[config.mk]
export PLATFORM = sky130hd
export DESIGN_NAME = ebbc_ctrl
export DESIGN_NICKNAME = d
export VERILOG_FILES = /design/src/inc/ebbc_pkg.sv /design/src/verilog/ebbc_bp_match.sv /design/src/verilog/ebbc_ctrl.sv
export SDC_FILE = /design/constraint.sdc
export NUM_CORES = 1
export LEC_CHECK = 0
export BUFFER_PORTS_ARGS = -buffer_cell sky130_fd_sc_hd__clkbuf_2
export CORE_MARGIN = 5
export CORE_UTILIZATION = 30
export DETAILED_ROUTE_END_ITERATION = 16
export PLACE_DENSITY_LB_ADDON = 0.12
export SLEW_MARGIN = 15
export SYNTH_ARGS = -nofsm -noshare
export SYNTH_HDL_FRONTEND = slang
export SYNTH_SLANG_ARGS = --single-unit
[constraint.sdc]
create_clock -name clock -period 2.95 [get_ports clock]
set_clock_uncertainty 0.05 [all_clocks]
set_input_delay 0.885 -clock clock [delete_from_list [all_inputs] [get_ports clock]]
set_output_delay 0.885 -clock clock [all_outputs]
set_load 0.05 [all_outputs]
[src/inc/ebbc_pkg.sv]
// ebbc_pkg: shared constants for the emulation bus and breakpoint controller
// assumes 8-bit i/o port space decoded from the low address byte
package ebbc_pkg;
	localparam logic [7:0] PORT_SVC_MAP = 8'hf3;
	localparam logic [7:0] PORT_BP1_EXT = 8'hf6;
	localparam logic [7:0] PORT_BP2_EXT = 8'hf7;
	localparam logic [7:0] PORT_DBG_CTRL = 8'hf8;
	localparam logic [7:0] PORT_DBG_CMD = 8'hf9;
	localparam logic [7:0] PORT_BP1_LO = 8'hfc;
	localparam logic [7:0] PORT_BP1_HI = 8'hfd;
	localparam logic [7:0] PORT_BP2_LO = 8'hfe;
	localparam logic [7:0] PORT_BP2_HI = 8'hff;
	localparam logic [7:0] PORT_PENDING = 8'hf2;
	// service-call window: base nibble, span of eight ports from base
	localparam logic [7:0] SVC_MAP_RESET = 8'hf0;
	localparam logic [7:0] DBG_CTRL_RESET = 8'h00;
	localparam logic [7:0] DBG_CMD_RESET = 8'h00;
	localparam int SVC_EN_BIT = 4;
	localparam int BRK_READ_BIT = 0;
	localparam int BRK_WRITE_BIT = 1;
	localparam int BP1_EN_BIT = 2;
	localparam int BP2_EN_BIT = 3;
	localparam int SVC_SPAN_BIT = 3;
	// command bits that steer ownership
	localparam int CMD_RUN_SLAVE_BIT = 0;
	localparam int CMD_DMA_BIT = 1;
	typedef enum logic [2:0] {EBBC_MASTER, EBBC_TO_SLAVE, EBBC_SLAVE, EBBC_TO_MASTER, EBBC_DMA} ebbc_own_t;
endpackage

[src/verilog/ebbc_bp_match.sv]
// ebbc_bp_match: one 24-bit breakpoint comparator with direction qualify
// assumes address and direction are stable in the cycle they are sampled
`timescale 1ns/1ps
module ebbc_bp_match
	import ebbc_pkg::*;
(
	// compare inputs
	input wire logic [23:0] bpAddr,
	input wire logic [23:0] busAddr,
	input wire logic busWrite,
	input wire logic brkRead,
	input wire logic brkWrite,
	// result
	output logic hit
);
	wire logic addrEq = (bpAddr == busAddr);
	wire logic dirOk = busWrite ? brkWrite : brkRead;
	assign hit = addrEq & dirOk;
endmodule

[src/verilog/ebbc_ctrl.sv]
// ebbc_ctrl: bus ownership, service-call detect and breakpoints for the emulator
// assumes master i/o cycles arrive as one-cycle strobes synchronous to clock
`timescale 1ns/1ps
module ebbc_ctrl
	import ebbc_pkg::*;
(
	// clock and control
	input wire logic clock,
	input wire logic rst_b,
	input wire logic clkEn,
	// master i/o port access
	input wire logic ioStrobe,
	input wire logic ioWrite,
	input wire logic [7:0] ioAddr,
	input wire logic [7:0] ioDataIn,
	output logic [7:0] ioDataOut,
	// processor handshake
	output logic master_hold_n,
	output logic slave_hold_n,
	output logic bus_owner_flag,
	input wire logic masterHalted,
	input wire logic slaveHalted,
	input wire logic dmaRequest,
	// slave bus cycle observation
	input wire logic slave_op_request_n,
	input wire logic slaveIoSel,
	input wire logic slaveWrite,
	input wire logic [15:0] sysAddrIn,
	input wire logic [7:0] extAddrIn,
	input wire logic [1:0] emuMode,
	input wire logic service_call_mode_strap,
	input wire logic forcedJumpActive,
	input wire logic pendingClear,
	// interrupt and status
	output logic debug_irq_n,
	output logic [2:0] pendingOut
);
	////////////////////////////////////////////////////////////////////////
	// registers
	logic [7:0] svcMap_reg;
	logic [7:0] svcMap_next;
	logic [7:0] dbgCtrl_reg;
	logic [7:0] dbgCtrl_next;
	logic [7:0] dbgCmd_reg;
	logic [7:0] dbgCmd_next;
	logic [23:0] bp1_reg;
	logic [23:0] bp1_next;
	logic [23:0] bp2_reg;
	logic [23:0] bp2_next;
	ebbc_own_t own_reg;
	ebbc_own_t own_next;
	logic svcPend_reg;
	logic svcPend_next;
	logic bp1Pend_reg;
	logic bp1Pend_next;
	logic bp2Pend_reg;
	logic bp2Pend_next;
	logic [7:0] dataOut_reg;
	logic [7:0] dataOut_next;
	logic mHold_reg;
	logic mHold_next;
	logic sHold_reg;
	logic sHold_next;
	logic owner_reg;
	logic owner_next;
	logic irqN_reg;
	logic irqN_next;

	function automatic logic [23:0] put_byte(input logic [23:0] v, input logic [1:0] lane, input logic [7:0] b);
		logic [23:0] r;
		r = v;
		case (lane)
			2'd0: r[7:0] = b;
			2'd1: r[15:8] = b;
			default: r[23:16] = b;
		endcase
		return r;
	endfunction

	////////////////////////////////////////////////////////////////////////
	// port decode, inbound data path only on writes
	wire logic wrStb = ioStrobe & ioWrite;
	wire logic rdStb = ioStrobe & ~ioWrite;
	wire logic wrMap = wrStb & (ioAddr == PORT_SVC_MAP);
	wire logic wrCtrl = wrStb & (ioAddr == PORT_DBG_CTRL);
	wire logic wrCmd = wrStb & (ioAddr == PORT_DBG_CMD);
	wire logic wrBp1Lo = wrStb & (ioAddr == PORT_BP1_LO);
	wire logic wrBp1Hi = wrStb & (ioAddr == PORT_BP1_HI);
	wire logic wrBp1Ex = wrStb & (ioAddr == PORT_BP1_EXT);
	wire logic wrBp2Lo = wrStb & (ioAddr == PORT_BP2_LO);
	wire logic wrBp2Hi = wrStb & (ioAddr == PORT_BP2_HI);
	wire logic wrBp2Ex = wrStb & (ioAddr == PORT_BP2_EXT);
	wire logic rdPend = rdStb & (ioAddr == PORT_PENDING);

	assign svcMap_next = wrMap ? ioDataIn : svcMap_reg;
	assign dbgCtrl_next = wrCtrl ? ioDataIn : dbgCtrl_reg;
	assign dbgCmd_next = wrCmd ? ioDataIn : dbgCmd_reg;
	wire logic [23:0] bp1a = wrBp1Lo ? put_byte(bp1_reg, 2'd0, ioDataIn) : bp1_reg;
	wire logic [23:0] bp1b = wrBp1Hi ? put_byte(bp1a, 2'd1, ioDataIn) : bp1a;
	assign bp1_next = wrBp1Ex ? put_byte(bp1b, 2'd2, ioDataIn) : bp1b;
	wire logic [23:0] bp2a = wrBp2Lo ? put_byte(bp2_reg, 2'd0, ioDataIn) : bp2_reg;
	wire logic [23:0] bp2b = wrBp2Hi ? put_byte(bp2a, 2'd1, ioDataIn) : bp2a;
	assign bp2_next = wrBp2Ex ? put_byte(bp2b, 2'd2, ioDataIn) : bp2b;

	// outbound data path: pending flags readable, other ports write-only
	assign dataOut_next = rdPend ? {5'h00, bp2Pend_reg, bp1Pend_reg, svcPend_reg} : 8'h00;

	////////////////////////////////////////////////////////////////////////
	// ownership sequencer
	wire logic wantSlave = dbgCmd_reg[CMD_RUN_SLAVE_BIT];
	wire logic wantDma = dbgCmd_reg[CMD_DMA_BIT] | dmaRequest;
	// master wins whenever software withdraws the slave or an irq is raised, unless dma is wanted, which then takes the bus
	wire logic masterWants = ~wantSlave | ~debug_irq_n;

	always_comb begin
		own_next = own_reg;
		case (own_reg)
			EBBC_MASTER: begin
				if (wantDma)
					own_next = EBBC_TO_MASTER;
				else if (~masterWants)
					own_next = EBBC_TO_SLAVE;
			end
			EBBC_TO_SLAVE: begin
				if (masterHalted)
					own_next = EBBC_SLAVE;
			end
			EBBC_SLAVE: begin
				if (masterWants | wantDma)
					own_next = EBBC_TO_MASTER;
			end
			EBBC_TO_MASTER: begin
				if (masterHalted & slaveHalted)
					own_next = wantDma ? EBBC_DMA : EBBC_MASTER;
			end
			EBBC_DMA: begin
				if (~wantDma)
					own_next = EBBC_MASTER;
			end
			default: own_next = EBBC_MASTER;
		endcase
	end

	// both holds during handover keep buses idle while the owner drains
	always_comb begin
		case (own_next)
			EBBC_MASTER: begin
				mHold_next = 1'b1;
				sHold_next = 1'b0;
			end
			EBBC_SLAVE: begin
				mHold_next = 1'b0;
				sHold_next = 1'b1;
			end
			default: begin
				mHold_next = 1'b0;
				sHold_next = 1'b0;
			end
		endcase
	end
	// mHold_next high means master runs; outputs are active-low holds
	// flag stays with the slave until it has really stopped
	assign owner_next = (own_next == EBBC_SLAVE) | (owner_reg & ~slaveHalted);

	////////////////////////////////////////////////////////////////////////
	// service-call detection: slave i/o read/write in window
	wire logic svcModeOk = (emuMode > 2'd1) | service_call_mode_strap;
	wire logic svcEnabled = dbgCmd_reg[SVC_EN_BIT] & svcModeOk;
	wire logic inWindow = (sysAddrIn[7:4] == svcMap_reg[7:4]) & ~sysAddrIn[SVC_SPAN_BIT];
	wire logic slaveCycle = ~slave_op_request_n & owner_reg;
	wire logic svcHit = slaveCycle & slaveIoSel & inWindow & svcEnabled;

	////////////////////////////////////////////////////////////////////////
	// breakpoints
	wire logic [23:0] fullAddr = {extAddrIn, sysAddrIn};
	wire logic hit1, hit2;
	wire logic anyPend = svcPend_reg | bp1Pend_reg | bp2Pend_reg;
	wire logic bpQual = slaveCycle & ~slaveIoSel & ~anyPend & ~forcedJumpActive;

	ebbc_bp_match uBp1 (
		.bpAddr(bp1_reg),
		.busAddr(fullAddr),
		.busWrite(slaveWrite),
		.brkRead(dbgCtrl_reg[BRK_READ_BIT]),
		.brkWrite(dbgCtrl_reg[BRK_WRITE_BIT]),
		.hit(hit1)
	);
	ebbc_bp_match uBp2 (
		.bpAddr(bp2_reg),
		.busAddr(fullAddr),
		.busWrite(slaveWrite),
		.brkRead(dbgCtrl_reg[BRK_READ_BIT]),
		.brkWrite(dbgCtrl_reg[BRK_WRITE_BIT]),
		.hit(hit2)
	);

	wire logic bp1Fire = bpQual & hit1 & dbgCtrl_reg[BP1_EN_BIT];
	wire logic bp2Fire = bpQual & hit2 & dbgCtrl_reg[BP2_EN_BIT];

	// set wins over clear so a coincident event is not lost
	assign svcPend_next = svcHit | (svcPend_reg & ~pendingClear);
	assign bp1Pend_next = bp1Fire | (bp1Pend_reg & ~pendingClear);
	assign bp2Pend_next = bp2Fire | (bp2Pend_reg & ~pendingClear);
	assign irqN_next = ~(svcPend_next | bp1Pend_next | bp2Pend_next);

	////////////////////////////////////////////////////////////////////////
	// state
	// window map returns to its default on every restart
	always_ff @(posedge clock) begin
		if (!rst_b)
			svcMap_reg <= SVC_MAP_RESET;
		else if (clkEn)
			svcMap_reg <= svcMap_next;
	end

	always_ff @(posedge clock) begin
		if (!rst_b)
			dbgCtrl_reg <= DBG_CTRL_RESET;
		else if (clkEn)
			dbgCtrl_reg <= dbgCtrl_next;
	end

	always_ff @(posedge clock) begin
		if (!rst_b)
			dbgCmd_reg <= DBG_CMD_RESET;
		else if (clkEn)
			dbgCmd_reg <= dbgCmd_next;
	end

	// breakpoints stay disarmed through the enable bits, not the address
	always_ff @(posedge clock) begin
		if (!rst_b)
			bp1_reg <= 24'h000000;
		else if (clkEn)
			bp1_reg <= bp1_next;
	end

	always_ff @(posedge clock) begin
		if (!rst_b)
			bp2_reg <= 24'h000000;
		else if (clkEn)
			bp2_reg <= bp2_next;
	end

	always_ff @(posedge clock) begin
		if (!rst_b)
			own_reg <= EBBC_MASTER;
		else if (clkEn)
			own_reg <= own_next;
	end

	always_ff @(posedge clock) begin
		if (!rst_b)
			svcPend_reg <= 1'b0;
		else if (clkEn)
			svcPend_reg <= svcPend_next;
	end

	always_ff @(posedge clock) begin
		if (!rst_b)
			bp1Pend_reg <= 1'b0;
		else if (clkEn)
			bp1Pend_reg <= bp1Pend_next;
	end

	always_ff @(posedge clock) begin
		if (!rst_b)
			bp2Pend_reg <= 1'b0;
		else if (clkEn)
			bp2Pend_reg <= bp2Pend_next;
	end

	always_ff @(posedge clock) begin
		if (!rst_b)
			dataOut_reg <= 8'h00;
		else if (clkEn)
			dataOut_reg <= dataOut_next;
	end

	always_ff @(posedge clock) begin
		if (!rst_b)
			mHold_reg <= 1'b1;
		else if (clkEn)
			mHold_reg <= mHold_next;
	end

	always_ff @(posedge clock) begin
		if (!rst_b)
			sHold_reg <= 1'b0;
		else if (clkEn)
			sHold_reg <= sHold_next;
	end

	always_ff @(posedge clock) begin
		if (!rst_b)
			owner_reg <= 1'b0;
		else if (clkEn)
			owner_reg <= owner_next;
	end

	// irq built from the next flags so pin and flags move together
	always_ff @(posedge clock) begin
		if (!rst_b)
			irqN_reg <= 1'b1;
		else if (clkEn)
			irqN_reg <= irqN_next;
	end

	// hold pins active low: pin low while that processor must pause
	assign master_hold_n = mHold_reg;
	assign slave_hold_n = sHold_reg;
	assign bus_owner_flag = owner_reg;
	assign debug_irq_n = irqN_reg;
	assign pendingOut = {bp2Pend_reg, bp1Pend_reg, svcPend_reg};
	assign ioDataOut = dataOut_reg;
endmodule

## Word-level counts from Yosys, hierarchy flattened

Index checks and enable logic that the tools add are counted.

| operators by class | value |
|---|---|
| $lt $le $gt $ge | 1 |
| equality and inequality tests | 18 |
| multiplexer cells | 18 |
| bitwise logic cells | 55 |
| reduce and logical (&&, ||, !) cells | 5 |

Operator list:

| operator | count |
|---|---|
| $eq A8 B8 Y1 const B | 10 |
| $eq A24 B24 Y1 | 2 |
| $mux W24 | 2 |
| $and A1 B1 Y1 | 32 |
| $mux W16 | 2 |
| $mux W3 | 8 |
| $mux W8 | 2 |
| $pmux W3 S5 | 1 |
| $or A1 B1 Y1 | 12 |
| $not A1 Y1 | 11 |
| $eq A3 B2 Y1 const B | 3 |
| $logic_not A3 Y1 | 2 |
| $reduce_and A2 Y1 | 3 |
| $eq A4 B4 Y1 | 1 |
| $eq A3 B1 Y1 const B | 1 |
| $eq A3 B3 Y1 const B | 1 |
| $mux W1 | 3 |
| $gt A2 B1 Y1 const B | 1 |

| storage, ports and cells | value |
|---|---|
| flip-flop bits (word level) | 83 |
| bits of input ports | 56 |
| logic and storage cells | 111 |

## Longest topological paths before layout

| depth | value |
|---|---|
| word-level depth | 11 |
| mapped depth | 6 |
| depth with buffers taken out | 5 |

## Modules after synthesis

A second synthesis with hierarchy kept.

| unflattened totals | value |
|---|---|
| cell total of the unflattened synthesis | 378 |
| area total of the unflattened synthesis | 3,676.0 um^2 |

By module, submodules not included:

| module | instances | cells an instance | area each (um^2) |
|---|---|---|---|
| ebbc_ctrl | 1 | 310 | 3,118.0 |
| ebbc_bp_match | 2 | 34 | 279.0 |

## Least setup slack after synthesis

No wires, ideal clock.

| timing path | value |
|---|---|
| path type | input-to-reg |
| from | input port slaveIoSel |
| to | register irqN_reg, in the netlist debug_irq_n |
| setup time | 0.116 ns |
| data arrival time | 2.326 ns |
| setup slack | 0.458 ns |
| cell stages on the path | 5 |
| buffers on the path | 0 |
| path through | or4_1 -> or4_4 -> nor4_4 -> nand2_1 -> a31o_1 |

| between the ends | value |
|---|---|
| word-level cells in the longest chain between the ends | 10 |
| elaborated cells between the ends (all ways) | 17 |

Ends and longest elaborated chain:

| item | RTL line | text |
|---|---|---|
| start: declaration | ebbc_ctrl.sv:26 | `input wire logic slaveIoSel,` |
| $not A1 Y1 | ebbc_ctrl.sv:178 | `wire logic bpQual = slaveCycle & ~slaveIoSel & ~anyPend & ~forcedJumpActive;` |
| $and A1 B1 Y1 (3 in a row) | ebbc_ctrl.sv:178 |  |
| $and A1 B1 Y1 (2 in a row) | ebbc_ctrl.sv:197 | `wire logic bp1Fire = bpQual & hit1 & dbgCtrl_reg[BP1_EN_BIT];` |
| $or A1 B1 Y1 | ebbc_ctrl.sv:202 | `assign bp1Pend_next = bp1Fire \| (bp1Pend_reg & ~pendingClear);` |
| $or A1 B1 Y1 | ebbc_ctrl.sv:204 | `assign irqN_next = ~(svcPend_next \| bp1Pend_next \| bp2Pend_next);` |
| $or A1 B1 Y1 * | ebbc_ctrl.sv:204 |  |
| $not A1 Y1 * | ebbc_ctrl.sv:204 |  |
| end signal: assignment | ebbc_ctrl.sv:306 | `irqN_reg <= irqN_next;` |
| end: declaration | ebbc_ctrl.sv:66 | `logic irqN_reg;` |

Mark *: on every way between the ends. The rest lies on a longest branch, timed or not.
A chain may end at the register's enable or synchronous reset.

## Worst setup path in the final report

Same ends and word-level chain as after synthesis.

==> results.yml <==
critical_path:
  path_buf_inv: 1
  reg2reg_to: "debug_irq_n"
  cpLargestDelayFamily: "simple AND/OR/NAND/NOR gates"
  cp_max_fo: 2
  cp_slowest_stage_delay_ns: 0.53
  worstSetupStartpointType: "primary input"
  reg2reg_depth: 5
  worstSetupPathType: "in -> reg"
  worstPathArrival_ns: 2.61
  required_ns: 3.12
  r2r_setup_slack_ns: 0.67
  crit_slowest_cell: "or4_4"
  r2r_start: "bp2Pend_reg"
  cp-end-kind: "register"
  crit_chain: "clkbuf_2 > or4_1 > or4_4 > nor4_1 > a22oi_1 > a31o_1"
clock_network:
  clk_latency_ns: 0.33
  ctsHoldBuffers: 0
  clockBufferDepth: 2
  cts_setup_buffers: 0
  postCtsResizedCells: 0
  cts_buffers: 9
  ctsHtreeMaxLevel: 3
  cts.sinks: 72
  clkTransAtPathRegs_ns: 0.05
  cts_tree: "done"
  root_buffer: "clkbuf_16"
placement:
  dp_hpwl_um: 7470
  portBuffers: 64
  gp_congestion: 0.845
power:
  combPwrFrac: 0.101
  intPower_uw: 1680
  seq_power_share: 0.448
  p_clk_frac: 0.451
  p_sw_uw: 531
  power.density_nw_per_um2: 508
  p_sw_frac: 0.240
  ir_worst_vdd_mv: 0.217
  p_leak_uw: 0.00185
logic_synthesis:
  synth-main-ff-cell: "dfxtp_1"
  synthAdderAreaFrac: 0
  synth_area_leaders: "dfxtp_1, mux2i_1, xnor2_1"
  yosys.area_share.simple: 0.216
  syn-cell-area_sq_um: 3620
  ys_async_sr_fraction: 0
  synth_top_family_by_area: "simple AND/OR/NAND/NOR gates"
  ys_ff_latch: 72
  synth_compound_area_frac: 0.0670
  synth_mux_area_frac: 0.149
  synth_xor_area_frac: 0.128
  synth_area_leader_cell: "dfxtp_1"
  ys_types: 43
  synthCells: 371
  avgSynthCellArea_sq_um: 9.77
  synth_top_area_frac: 0.398
  synth_edf_count: 0
  synth_common_cells: "dfxtp_1, mux2i_1, nor2b_1"
  synth_warnings: 0
  ys_seq_area_frac: 0.398
  yosysMostFrequentCell: "dfxtp_1"
die:
  start_util: 0.304
  core_area_sq_um: 11900
  dieArea_sq_um: 14400
  die_x_um: 120
  die_h_um: 120
  core.rowCount: 40
  io_pins: 71
grt:
  grt_pass1_wl_um: 16000
  grt_start_max_net_pins: 28
  grtUsageTotal: 0.147
  grt_pass1_vias: 2882
  antenna_found_initial: 0
  grt-ovfl-total: 0
timing:
  hold_viol_final: 0
  relSlewSlack: 0.629
  rsz0062_at_grt: "false"
  fmax_ghz: 0.411
  fin_crit_ns: 2.43
  fin_crit_sh: 0.825
  setup-violations-final: 0
  timing.setup.tns_ns: 0
  slew_viol_final: 0
  worstMarginPinSlew_ns: 0.556
detailed_routing:
  drt_iter0_drc: 168
  vias: 2774
  ant_nets: 0
  postRouteWirelength_um: 9910
  drt-pass1-iter-count: 4
  drc: 0
  viasPerCell: 4.73
  routedWlPerCell_um: 16.9
worst_hold_path:
  hold_end: "bp1_reg[6]"
  min_path_cells: 2
  min_from: "bp1_reg[6]"
  hold_path.class: "reg -> reg"
finish:
  antenna_cells: 0
  fin_util: 0.365
  nets: 492
  area_growth_pct: 20.0
  fill_cells: 1264
  drive_gt1_frac: 0.209
outcome:
  status: "complete, no violations"
job:
  max-cap-violations: 0
## power groups by stage
stage,clock network (uW),registers [uW],logic [uW]
finish,997,990,222
global route,1080,991,242
CTS,1040,990,227
detailed placement,0,1010,226
global placement,0,1010,226
floorplan,0,1020,123
## how the worst max path moves through the flow
stage                     from           to  slack, ns  depth (start not counted)
floorplan           slaveIoSel  debug_irq_n       0.46                          5
global placement    slaveIoSel  debug_irq_n       0.22                          6
detailed placement  slaveIoSel  debug_irq_n       0.19                          6
CTS                 slaveIoSel  debug_irq_n       0.53                          6
global route        slaveIoSel  debug_irq_n       0.47                          6
finish              slaveIoSel  debug_irq_n       0.52                          6
## kinds of logic (layout without fill, tap and decap cells)
logic type | Yosys count | after routing
AOI/OAI and AO/OA | 34 | 34
xor gates and xnor gates | 53 | 53
and+or+nand+nor | 128 | 128
other | 1 | 5
DFF | 72 | 72
buffers and inverters | 29 | 94
muxes | 54 | 54
## per-stage QoR
stage	std cells	setup WS, ns	instance area (sq um)	hold WS (ns)	power, uW
3_5_place_dp	572	0.187	4080	0.410	1240
3_3_place_gp	572	0.218	4080	0.403	1240
6_report	587	0.517	4350	0.415	2210
4_1_cts	587	0.531	4350	0.417	2250
5_1_grt	587	0.466	4350	0.435	2310
2_1_floorplan	375	0.458	3640	0.398	1150
## metal layers
metal  track usage  up-vias  share of wire
li1              -     1401              -
met1         0.187     1290           0.48
met2         0.229       66           0.44
met3        0.0382       17          0.052
met4        0.0723        0          0.025
met5             0        -              0
## cell type report
cell class | instances | area (sq um) | area share
clock buffers | 15 | 268 | 0.0615
well taps | 147 | 184 | 0.0423
repair buffers | 72 | 380 | 0.0874
inverters | 7 | 26.3 | 0.00604
multi-input cells | 274 | 2050 | 0.471
flip-flops and latches | 72 | 1440 | 0.331
## worst register-to-register path, stage by stage (launching register included)
cell and delay [ns]:
dfxtp_1 0.35, or4_1 0.54, or4_4 0.53, nor4_1 0.36, a22oi_1 0.14, a31o_1 0.20
## placed cells by master, fill, tap and decap left out, types with 4 or more instances in the layout
cell and n:
a21boi_1 11, xnor2_1 49, nand4_1 10, nor2b_1 50, dfxtp_1 72, nand2_1 22
clkbuf_16 9, conb_1 5, clkbuf_1 4, nor2_1 8, inv_1 6, buf_4 8
mux2i_1 54, xor2_1 4, o21ai_0 6, clkbuf_2 64, nor4_1 4, nand3_1 15
Note: power is estimated with default switching activity, not from simulation.
